$ cat src/pcg_map.svh
// register map, field positions, reset values and timing counts
// assumes an 8-bit register port clocked by mclk at 200 MHz
//
// Summary of operation
// - no start-up timer on exit from idle
// - skip start-up timer unless crystal oscillator mode
// - always wait CPU-prepare delay, then resume
// - idle stops CPU clock, peripherals keep clocks
// - set disable bit gates that peripheral's clock
// - disabled peripheral ignores writes, reads invalid
// - clearing disable bit reinitialises peripheral registers
// - one disconnects clock and power; zero connects
// - first register: serial ports, timers; resets zero
// - second register: sync serial, capture units; zero
// - second register bit five reads zero
// - third register: four low bits, rest zero
`ifndef PCG_MAP_SVH
`define PCG_MAP_SVH

// ----------------------------------------------------------------
// register offsets
// ----------------------------------------------------------------
`define PCG_OFF_DIS0 3'h0
`define PCG_OFF_DIS1 3'h1
`define PCG_OFF_DIS2 3'h2
`define PCG_OFF_WCFG 3'h3
`define PCG_OFF_STAT 3'h4
`define PCG_OFF_RUN0 3'h5
`define PCG_OFF_RUN1 3'h6
`define PCG_OFF_RUN2 3'h7

// ----------------------------------------------------------------
// fields and reset values
// ----------------------------------------------------------------
`define PCG_DIS0_MASK 8'hff
`define PCG_DIS1_MASK 8'hdf
`define PCG_DIS2_MASK 8'h0f
`define PCG_DIS_RST 8'h00
`define PCG_WCFG_RST 3'h4
`define PCG_STAT_CPU_BIT 3
`define PCG_STAT_RUN_BIT 4
`define PCG_NPER 19

// ----------------------------------------------------------------
// timing
// ----------------------------------------------------------------
`define PCG_MCLK_NS 5
`define PCG_TCSD_NS 100

`endif

$ cat src/pcg_pkg.sv
// types shared by the peripheral clock gating block
// assumes pcg_map.svh supplies the numeric constants
package pcg_pkg;

  typedef enum logic [2:0] {
    low_power_crystal_mode,
    standard_crystal_mode,
    high_speed_crystal_mode,
    high_speed_crystal_with_multiplier,
    rc_osc_mode,
    ext_clock_mode,
    internal_osc_mode
  } pcg_osc_t;

  typedef enum logic [2:0] {
    st_run,
    st_idle,
    st_sleep,
    st_ost,
    st_prep
  } pcg_wake_t;

  typedef struct packed {
    logic [2:0] addr;
    logic [7:0] wdata;
    logic wr;
    logic rd;
  } pcg_bus_t;

  typedef struct packed {
    logic [7:0] dis0;
    logic [7:0] dis1;
    logic [7:0] dis2;
    pcg_osc_t osc;
    pcg_wake_t st;
    logic cpu_clk_en;
    logic periph_run;
    logic ost_start;
    logic [7:0] rdata;
  } pcg_top_st_t;

  typedef struct packed {
    logic dis_q;
    logic clk_en;
    logic pwr_on;
    logic reinit;
    logic wr_ok;
    logic rd_ok;
  } pcg_gate_st_t;

  typedef struct packed {
    logic [15:0] cnt;
    logic busy;
    logic done;
  } pcg_dly_st_t;

endpackage : pcg_pkg

$ cat src/pcg_gate.sv
// one peripheral's clock enable, power and access gate
// assumes tick and dis come from flops on mclk
`timescale 1ns/1ps
module pcg_gate
  import pcg_pkg::*;
(
  input logic mclk,
  input logic reset,
  input logic tick,
  input logic dis,
  input logic acc_wr,
  input logic acc_rd,
  output logic clk_en,
  output logic pwr_on,
  output logic reinit,
  output logic wr_ok,
  output logic rd_ok
);

  pcg_gate_st_t s_reg;
  pcg_gate_st_t s_next;

  // an enable that only moves on mclk edges cannot slice a pulse
  always_comb begin
    s_next = s_reg;
    s_next.dis_q = dis;
    s_next.pwr_on = !dis;
    s_next.clk_en = tick && !dis;
    s_next.reinit = s_reg.dis_q && !dis;
    s_next.wr_ok = acc_wr && !dis;
    s_next.rd_ok = acc_rd && !dis;
  end

  always_ff @(posedge mclk) begin
    if (reset) begin
      s_reg <= '0;
    end else begin
      s_reg <= s_next;
    end
  end

  assign clk_en = s_reg.clk_en;
  assign pwr_on = s_reg.pwr_on;
  assign reinit = s_reg.reinit;
  assign wr_ok = s_reg.wr_ok;
  assign rd_ok = s_reg.rd_ok;
endmodule : pcg_gate

$ cat src/pcg_delay.sv
// fixed countdown: done pulses CYC+1 cycles after start
// assumes start is a one-cycle pulse on mclk
`timescale 1ns/1ps
module pcg_delay
  import pcg_pkg::*;
#(
  parameter int CYC = 20
) (
  input logic mclk,
  input logic reset,
  input logic start,
  output logic busy,
  output logic done
);

  pcg_dly_st_t s_reg;
  pcg_dly_st_t s_next;

  always_comb begin
    s_next = s_reg;
    s_next.done = 1'b0;
    if (start) begin
      s_next.busy = 1'b1;
      s_next.cnt = 16'(CYC - 1);
    end else if (s_reg.busy && s_reg.cnt == 16'h0000) begin
      s_next.busy = 1'b0;
      s_next.done = 1'b1;
    end else if (s_reg.busy) begin
      s_next.cnt = s_reg.cnt - 16'h0001;
    end
  end

  always_ff @(posedge mclk) begin
    if (reset) begin
      s_reg <= '0;
    end else begin
      s_reg <= s_next;
    end
  end

  assign busy = s_reg.busy;
  assign done = s_reg.done;

endmodule : pcg_delay

$ cat src/pcg_top.sv
// peripheral clock gating and wake sequencing, register port on mclk
// assumes sleep, wake and start-up timer signals come from mclk logic
//
// The plain strobed port and the register offsets were left to the implementer.
`timescale 1ns/1ps
`include "pcg_map.svh"
module pcg_top
  import pcg_pkg::*;
#(
  parameter int TCSD_CYC =
    (`PCG_TCSD_NS + `PCG_MCLK_NS - 1) / `PCG_MCLK_NS
) (
  input logic mclk,
  input logic reset,
  input logic [2:0] reg_addr,
  input logic [7:0] reg_wdata,
  input logic reg_wr,
  input logic reg_rd,
  output logic [7:0] reg_rdata,
  input logic sleep_cmd,
  input logic idle_en,
  input logic wake_evt,
  input logic ost_done,
  output logic cpu_clk_en,
  output logic ost_start,
  input logic [4:0] per_idx,
  input logic per_wr,
  input logic per_rd,
  output logic [`PCG_NPER-1:0] periph_clk_en,
  output logic [`PCG_NPER-1:0] periph_pwr_on,
  output logic [`PCG_NPER-1:0] periph_reinit,
  output logic [`PCG_NPER-1:0] per_wr_ok,
  output logic [`PCG_NPER-1:0] per_rd_ok
);

  localparam int NP = `PCG_NPER;
  localparam int RESUME_CYC = TCSD_CYC + 1;

  pcg_top_st_t s_reg;
  pcg_top_st_t s_next;
  pcg_bus_t bus;
  logic [NP-1:0] dis_vec;
  logic [NP-1:0] acc_wr;
  logic [NP-1:0] acc_rd;
  logic need_ost;
  logic xtal;
  logic dly_start;
  logic dly_busy;
  logic dly_done;

  assign bus.addr = reg_addr;
  assign bus.wdata = reg_wdata;
  assign bus.wr = reg_wr;
  assign bus.rd = reg_rd;

  // ----------------------------------------------------------------
  // peripheral index order
  // ----------------------------------------------------------------
  // 0..7 first register, 8..12 capture units, 13..14 sync serial,
  // 15..18 third register low bits
  assign dis_vec = {
    s_reg.dis2[3:0],
    s_reg.dis1[7:6],
    s_reg.dis1[4:0],
    s_reg.dis0
  };

  // ----------------------------------------------------------------
  // wake decision
  // ----------------------------------------------------------------
  // only the four crystal modes need the oscillator to settle
  always_comb begin
    unique case (s_reg.osc)
      low_power_crystal_mode: xtal = 1'b1;
      standard_crystal_mode: xtal = 1'b1;
      high_speed_crystal_mode: xtal = 1'b1;
      high_speed_crystal_with_multiplier: xtal = 1'b1;
      default: xtal = 1'b0;
    endcase
  end

  // idle never stops the running source, so only sleep can need it
  assign need_ost = (s_reg.st == st_sleep) && xtal;

  // ----------------------------------------------------------------
  // next state
  // ----------------------------------------------------------------
  always_comb begin
    s_next = s_reg;
    s_next.ost_start = 1'b0;
    s_next.rdata = 8'h00;
    dly_start = 1'b0;

    // register writes; unused bits are never stored
    if (bus.wr) begin
      unique case (bus.addr)
        `PCG_OFF_DIS0: begin
          s_next.dis0 = bus.wdata & `PCG_DIS0_MASK;
        end
        `PCG_OFF_DIS1: begin
          s_next.dis1 = bus.wdata & `PCG_DIS1_MASK;
        end
        `PCG_OFF_DIS2: begin
          s_next.dis2 = bus.wdata & `PCG_DIS2_MASK;
        end
        `PCG_OFF_WCFG: begin
          s_next.osc = pcg_osc_t'(bus.wdata[2:0]);
        end
        default: begin
        end
      endcase
    end

    // register reads, answered one cycle later
    if (bus.rd) begin
      unique case (bus.addr)
        `PCG_OFF_DIS0: begin
          s_next.rdata = s_reg.dis0;
        end
        `PCG_OFF_DIS1: begin
          s_next.rdata = s_reg.dis1 & `PCG_DIS1_MASK;
        end
        `PCG_OFF_DIS2: begin
          s_next.rdata = s_reg.dis2 & `PCG_DIS2_MASK;
        end
        `PCG_OFF_WCFG: begin
          s_next.rdata = {5'h00, s_reg.osc};
        end
        `PCG_OFF_STAT: begin
          s_next.rdata = {3'h0, s_reg.periph_run, s_reg.cpu_clk_en,
                          s_reg.st};
        end
        `PCG_OFF_RUN0: begin
          s_next.rdata = periph_clk_en[7:0];
        end
        `PCG_OFF_RUN1: begin
          s_next.rdata = {periph_clk_en[14:13], 1'b0,
                          periph_clk_en[12:8]};
        end
        `PCG_OFF_RUN2: begin
          s_next.rdata = {4'h0, periph_clk_en[18:15]};
        end
        default: begin
        end
      endcase
    end

    // power-managed mode sequencing
    unique case (s_reg.st)
      st_run: begin
        if (sleep_cmd) begin
          s_next.st = idle_en ? st_idle : st_sleep;
        end
      end
      st_idle, st_sleep: begin
        if (wake_evt && need_ost) begin
          s_next.st = st_ost;
          s_next.ost_start = 1'b1;
        end else if (wake_evt) begin
          s_next.st = st_prep;
          dly_start = 1'b1;
        end
      end
      st_ost: begin
        if (ost_done) begin
          s_next.st = st_prep;
          dly_start = 1'b1;
        end
      end
      st_prep: begin
        if (dly_done) begin
          s_next.st = st_run;
        end
      end
      default: begin
        s_next.st = st_run;
      end
    endcase

    // cpu runs only in run; peripherals stop only while sleeping or waiting on the start-up timer
    s_next.cpu_clk_en = (s_next.st == st_run);
    s_next.periph_run = !(s_next.st == st_sleep ||
                          s_next.st == st_ost);
  end

  always_ff @(posedge mclk) begin
    if (reset) begin
      s_reg.dis0 <= `PCG_DIS_RST;
      s_reg.dis1 <= `PCG_DIS_RST;
      s_reg.dis2 <= `PCG_DIS_RST;
      s_reg.osc <= pcg_osc_t'(`PCG_WCFG_RST);
      s_reg.st <= st_run;
      s_reg.cpu_clk_en <= 1'b1;
      s_reg.periph_run <= 1'b1;
      s_reg.ost_start <= 1'b0;
      s_reg.rdata <= 8'h00;
    end else begin
      s_reg <= s_next;
    end
  end

  assign reg_rdata = s_reg.rdata;
  assign cpu_clk_en = s_reg.cpu_clk_en;
  assign ost_start = s_reg.ost_start;

  // ----------------------------------------------------------------
  // cpu preparation delay
  // ----------------------------------------------------------------
  pcg_delay #(
    .CYC(TCSD_CYC)
  ) u_prep (
    .mclk(mclk),
    .reset(reset),
    .start(dly_start),
    .busy(dly_busy),
    .done(dly_done)
  );

  // ----------------------------------------------------------------
  // per-peripheral gates
  // ----------------------------------------------------------------
  genvar gi;
  generate
    for (gi = 0; gi < NP; gi++) begin : g_per
      assign acc_wr[gi] = per_wr && (per_idx == 5'(gi));
      assign acc_rd[gi] = per_rd && (per_idx == 5'(gi));
      pcg_gate u_gate (
        .mclk(mclk),
        .reset(reset),
        .tick(s_reg.periph_run),
        .dis(dis_vec[gi]),
        .acc_wr(acc_wr[gi]),
        .acc_rd(acc_rd[gi]),
        .clk_en(periph_clk_en[gi]),
        .pwr_on(periph_pwr_on[gi]),
        .reinit(periph_reinit[gi]),
        .wr_ok(per_wr_ok[gi]),
        .rd_ok(per_rd_ok[gi])
      );
    end
  endgenerate
endmodule : pcg_top

$ cat config.mk
export PLATFORM = sky130hd
export DESIGN_NAME = pcg_top
export DESIGN_NICKNAME = d
export VERILOG_FILES = /design/src/pcg_pkg.sv /design/src/pcg_gate.sv /design/src/pcg_delay.sv /design/src/pcg_top.sv
export VERILOG_INCLUDE_DIRS = /design/src /design/src/src
export SDC_FILE = /design/constraint.sdc
export NUM_CORES = 1
export LEC_CHECK = 0
export ABC_CLOCK_PERIOD_IN_PS = 2800
export BUFFER_PORTS_ARGS = -buffer_cell sky130_fd_sc_hd__buf_2
export CORE_UTILIZATION = 40
export CTS_CLUSTER_SIZE = 30
export DETAILED_ROUTE_END_ITERATION = 10
export SETUP_SLACK_MARGIN = 0.05
export SLEW_MARGIN = 10
export SYNTH_ARGS = -nofsm -noshare
export SYNTH_HDL_FRONTEND = slang
export SYNTH_SLANG_ARGS = --single-unit
export TNS_END_PERCENT = 20
$ cat constraint.sdc
create_clock -name mclk -period 2.8 [get_ports mclk]
set_input_delay 0.42 -clock mclk [delete_from_list [all_inputs] [get_ports mclk]]
set_output_delay 0.42 -clock mclk [all_outputs]
set_load 0.02 [all_outputs]
==> flow_metrics.env <==
export IMPL_clock_fmax_ghz=0.4446
export IMPL_initial_core_util=0.4075
export IMPL_die_w_um=129.0
export IMPL_synth_top_area_cell="dfxtp_1"
export IMPL_synthArstFlopShare=0
export IMPL_critPathMaxStageDelay_ns=0.79
export IMPL_fin_area_um2=7083
export IMPL_hold_violations=0
export IMPL_cp_slowest_cell="or4_2"
export IMPL_dp_slack_ns=0.5421
export IMPL_drive_above_1_share=0.2733
export IMPL_postCtsSetupBuffers=0
export IMPL_antenna_found_initial=3
export IMPL_crit_required_ns=3.13
export IMPL_cts_tree="yes"
export IMPL_finClkSkew_ns=0.006946
export IMPL_cts_buffers=17
export IMPL_ant_nets=0
export IMPL_drc=0
export IMPL_finalWorstSetupSlack_ns=0.5507
export IMPL_vias=4355
export IMPL_grt_ovfl_total=0
export IMPL_sequentialPowerShare=0.485
export IMPL_p_switching_mw=1.373
export IMPL_die_h_um=129.0
export IMPL_drt_pass1_iter_count=4
export IMPL_synth_seq_area_share=0.5214
export IMPL_synthCells=652
export IMPL_yosysWarnings=0
export IMPL_placed_area_um2=6525
export IMPL_worstPathCellList="or4_2 -> nor4_4 -> o311ai_0 -> o41ai_1"
export IMPL_core_um2=15830
export IMPL_synth_top_area_frac=0.5214
export IMPL_fillCellCount=1523
export IMPL_syn_area_um2=6450
export IMPL_rows=46
export IMPL_worstSetupPathType="flip-flop to flip-flop"
export IMPL_synth_common_cells="dfxtp_1 (168), buf_4 (103), nor2_1 (61), and2_1 (39), nand2_1 (39)"
export IMPL_power_leakage_nw=3.005
export IMPL_crit_path_end_kind="flip-flop"
export IMPL_track_usage=0.1772
export IMPL_p_comb_frac=0.100
export IMPL_clockPowerShare=0.414
export IMPL_wire_per_inst_um=15.69
export IMPL_synth_seq_cells=168
export IMPL_crit_family="simple AND/OR/NAND/NOR gates"
export IMPL_clock_path_buffers=2
export IMPL_grt_pass1_vias=4082
export IMPL_synthDistinctLibCells=53
export IMPL_drv_slew=0
export IMPL_tightestPinTransition_ns=0.7488
export IMPL_grt_max_degree=41
export IMPL_wirelength_um=14220
export IMPL_ir_drop_mv=0.4222
export IMPL_holdBufCountCts=0
export IMPL_io_pins=131
export IMPL_worstSkewPairLatency_ns=0.43
export IMPL_path_clk_slew_ns=0.06
export IMPL_area_growth_pct=9.816
export IMPL_startpoint_type="flip-flop"
export IMPL_initialDrtViolationCount=264
export IMPL_h_tree_depth=4
export IMPL_port_buffers=130
export IMPL_powerDensity_nw_per_um2=739.0
export IMPL_cap_violations=0
export IMPL_setup_viol_count_final=0
export IMPL_setup_tns_ns=0
export IMPL_period_needed_ns=2.249
export IMPL_synth_edf_count=0
export IMPL_synth_area_per_cell_um2=9.893
export IMPL_final_period_utilization=0.8033
export IMPL_cp_buffers_inverters=0
export IMPL_gp_congestion=0.8062
export IMPL_internal_power_mw=3.861
export IMPL_synth_most_common_cell="dfxtp_1"
export IMPL_cts_root_buffer="clkbuf_16"
export IMPL_crit_path_max_fanout=14
export IMPL_die_area_um2=16640
export IMPL_swShare=0.2623
export IMPL_synth_ff_type="dfxtp_1"
export IMPL_cp_arrival_ns=2.58
export IMPL_dp_hpwl_um=10300
export IMPL_outcome="finished, final reports clean"
export IMPL_slew_headroom=0.5008
export IMPL_synth_fp_nets=680
export IMPL_grt_first_pass_wirelength_um=21760
export IMPL_clock_sinks=168
export IMPL_ctsResizeCount=0
export IMPL_nets=703
export IMPL_rsz0062_at_grt="false"
export IMPL_hp_class="input pin to flip-flop"
export IMPL_vias_per_cell=4.807
export IMPL_yosys_top_cells_area="dfxtp_1 (52%), buf_4 (12%), and2_1 (3.8%)"
## power by group through the flow
stage | sequential, mW | combinational [mW] | clock, mW
finish | 2.54 | 0.526 | 2.17
global route | 2.55 | 0.576 | 2.32
CTS | 2.54 | 0.530 | 2.22
detailed placement | 2.59 | 0.527 | 0
global placement | 2.59 | 0.514 | 0
floorplan | 2.57 | 0.448 | 0
## worst reg2reg max path, delay by kind of cell, from the launching register on
family	cells	cell delay, ns
AOI/OAI and AO/OA	2	0.36
DFF	1	0.33
and+or+nand+nor	2	1.46
## worst paths after layout
path | start | end | slack, ns | cells past startpoint
worst max-delay path | u_prep.s_reg[12] | u_prep.s_reg[17] | 0.55 | 4
worst max register to register | u_prep.s_reg[12] | u_prep.s_reg[17] | 0.55 | 4
worst min-delay path | reg_wdata[6] | dis_vec[6] | 0.24 | 3
worst min register to register | g_per[11].u_gate.s_reg[5] | g_per[11].u_gate.reinit | 0.42 | 1
## layout make-up
type                    instances  area (um^2)  area share
inverters                       9        33.78    0.004769
well taps                     216        270.3     0.03816
multi-input cells             345         2177      0.3074
clock buffers                  20        456.7     0.06448
diodes                          2        5.005   0.0007066
flip-flops and latches        168         3363      0.4748
clock inverters                12        96.34     0.01360
repair buffers                134        680.7     0.09610
## stage by stage
step	utilization	instances	hold slack, ns	power, mW
4_1_cts	0.4472	904	0.2202	5.287
5_1_grt	0.4472	904	0.2446	5.451
3_5_place_dp	0.4123	872	0.4113	3.121
3_3_place_gp	0.4123	872	0.4136	3.107
2_1_floorplan	-	652	0.4057	3.015
6_report	0.4475	906	0.2411	5.234
## cells by family after synthesis
| family | share of synthesized area |
|---|---|
| AND/OR/NAND/NOR | 0.2211 |
| buffers and inverters | 0.1410 |
| flip-flops | 0.5214 |
| adder cells (fa/ha/maj) | 0.003879 |
| AO/OA/AOI/OAI | 0.05936 |
| multiplexers | 0.05179 |
| XOR/XNOR | 0.001358 |
## placed cells by master (no fill, tap or decap), types with 5 or more instances in the layout
master     count
dfxtp_1      168
buf_2        130
nor2_1        61
and2_1        39
nand2_1       39
nor4_1        30
a21oi_1       24
nor2b_1       23
mux2i_1       21
clkbuf_16     17
inv_1          9
nand2b_1       9
o21ai_0        9
nor3_1         9
or3_1          7
or4_1          6
nand3_1        5
mux2_2         5
clkinv_4       5
## routing by layer
metal,wire (um),vias up,GRT usage,part of all wire
met5,10,-,0,0.00070
met3,956,17,0.06320,0.067
li1,-,2170,-,-
met4,161,2,0.07474,0.011
met2,6220,127,0.2677,0.44
met1,6868,2039,0.2285,0.48
Note: power is estimated with default switching activity, not from simulation.
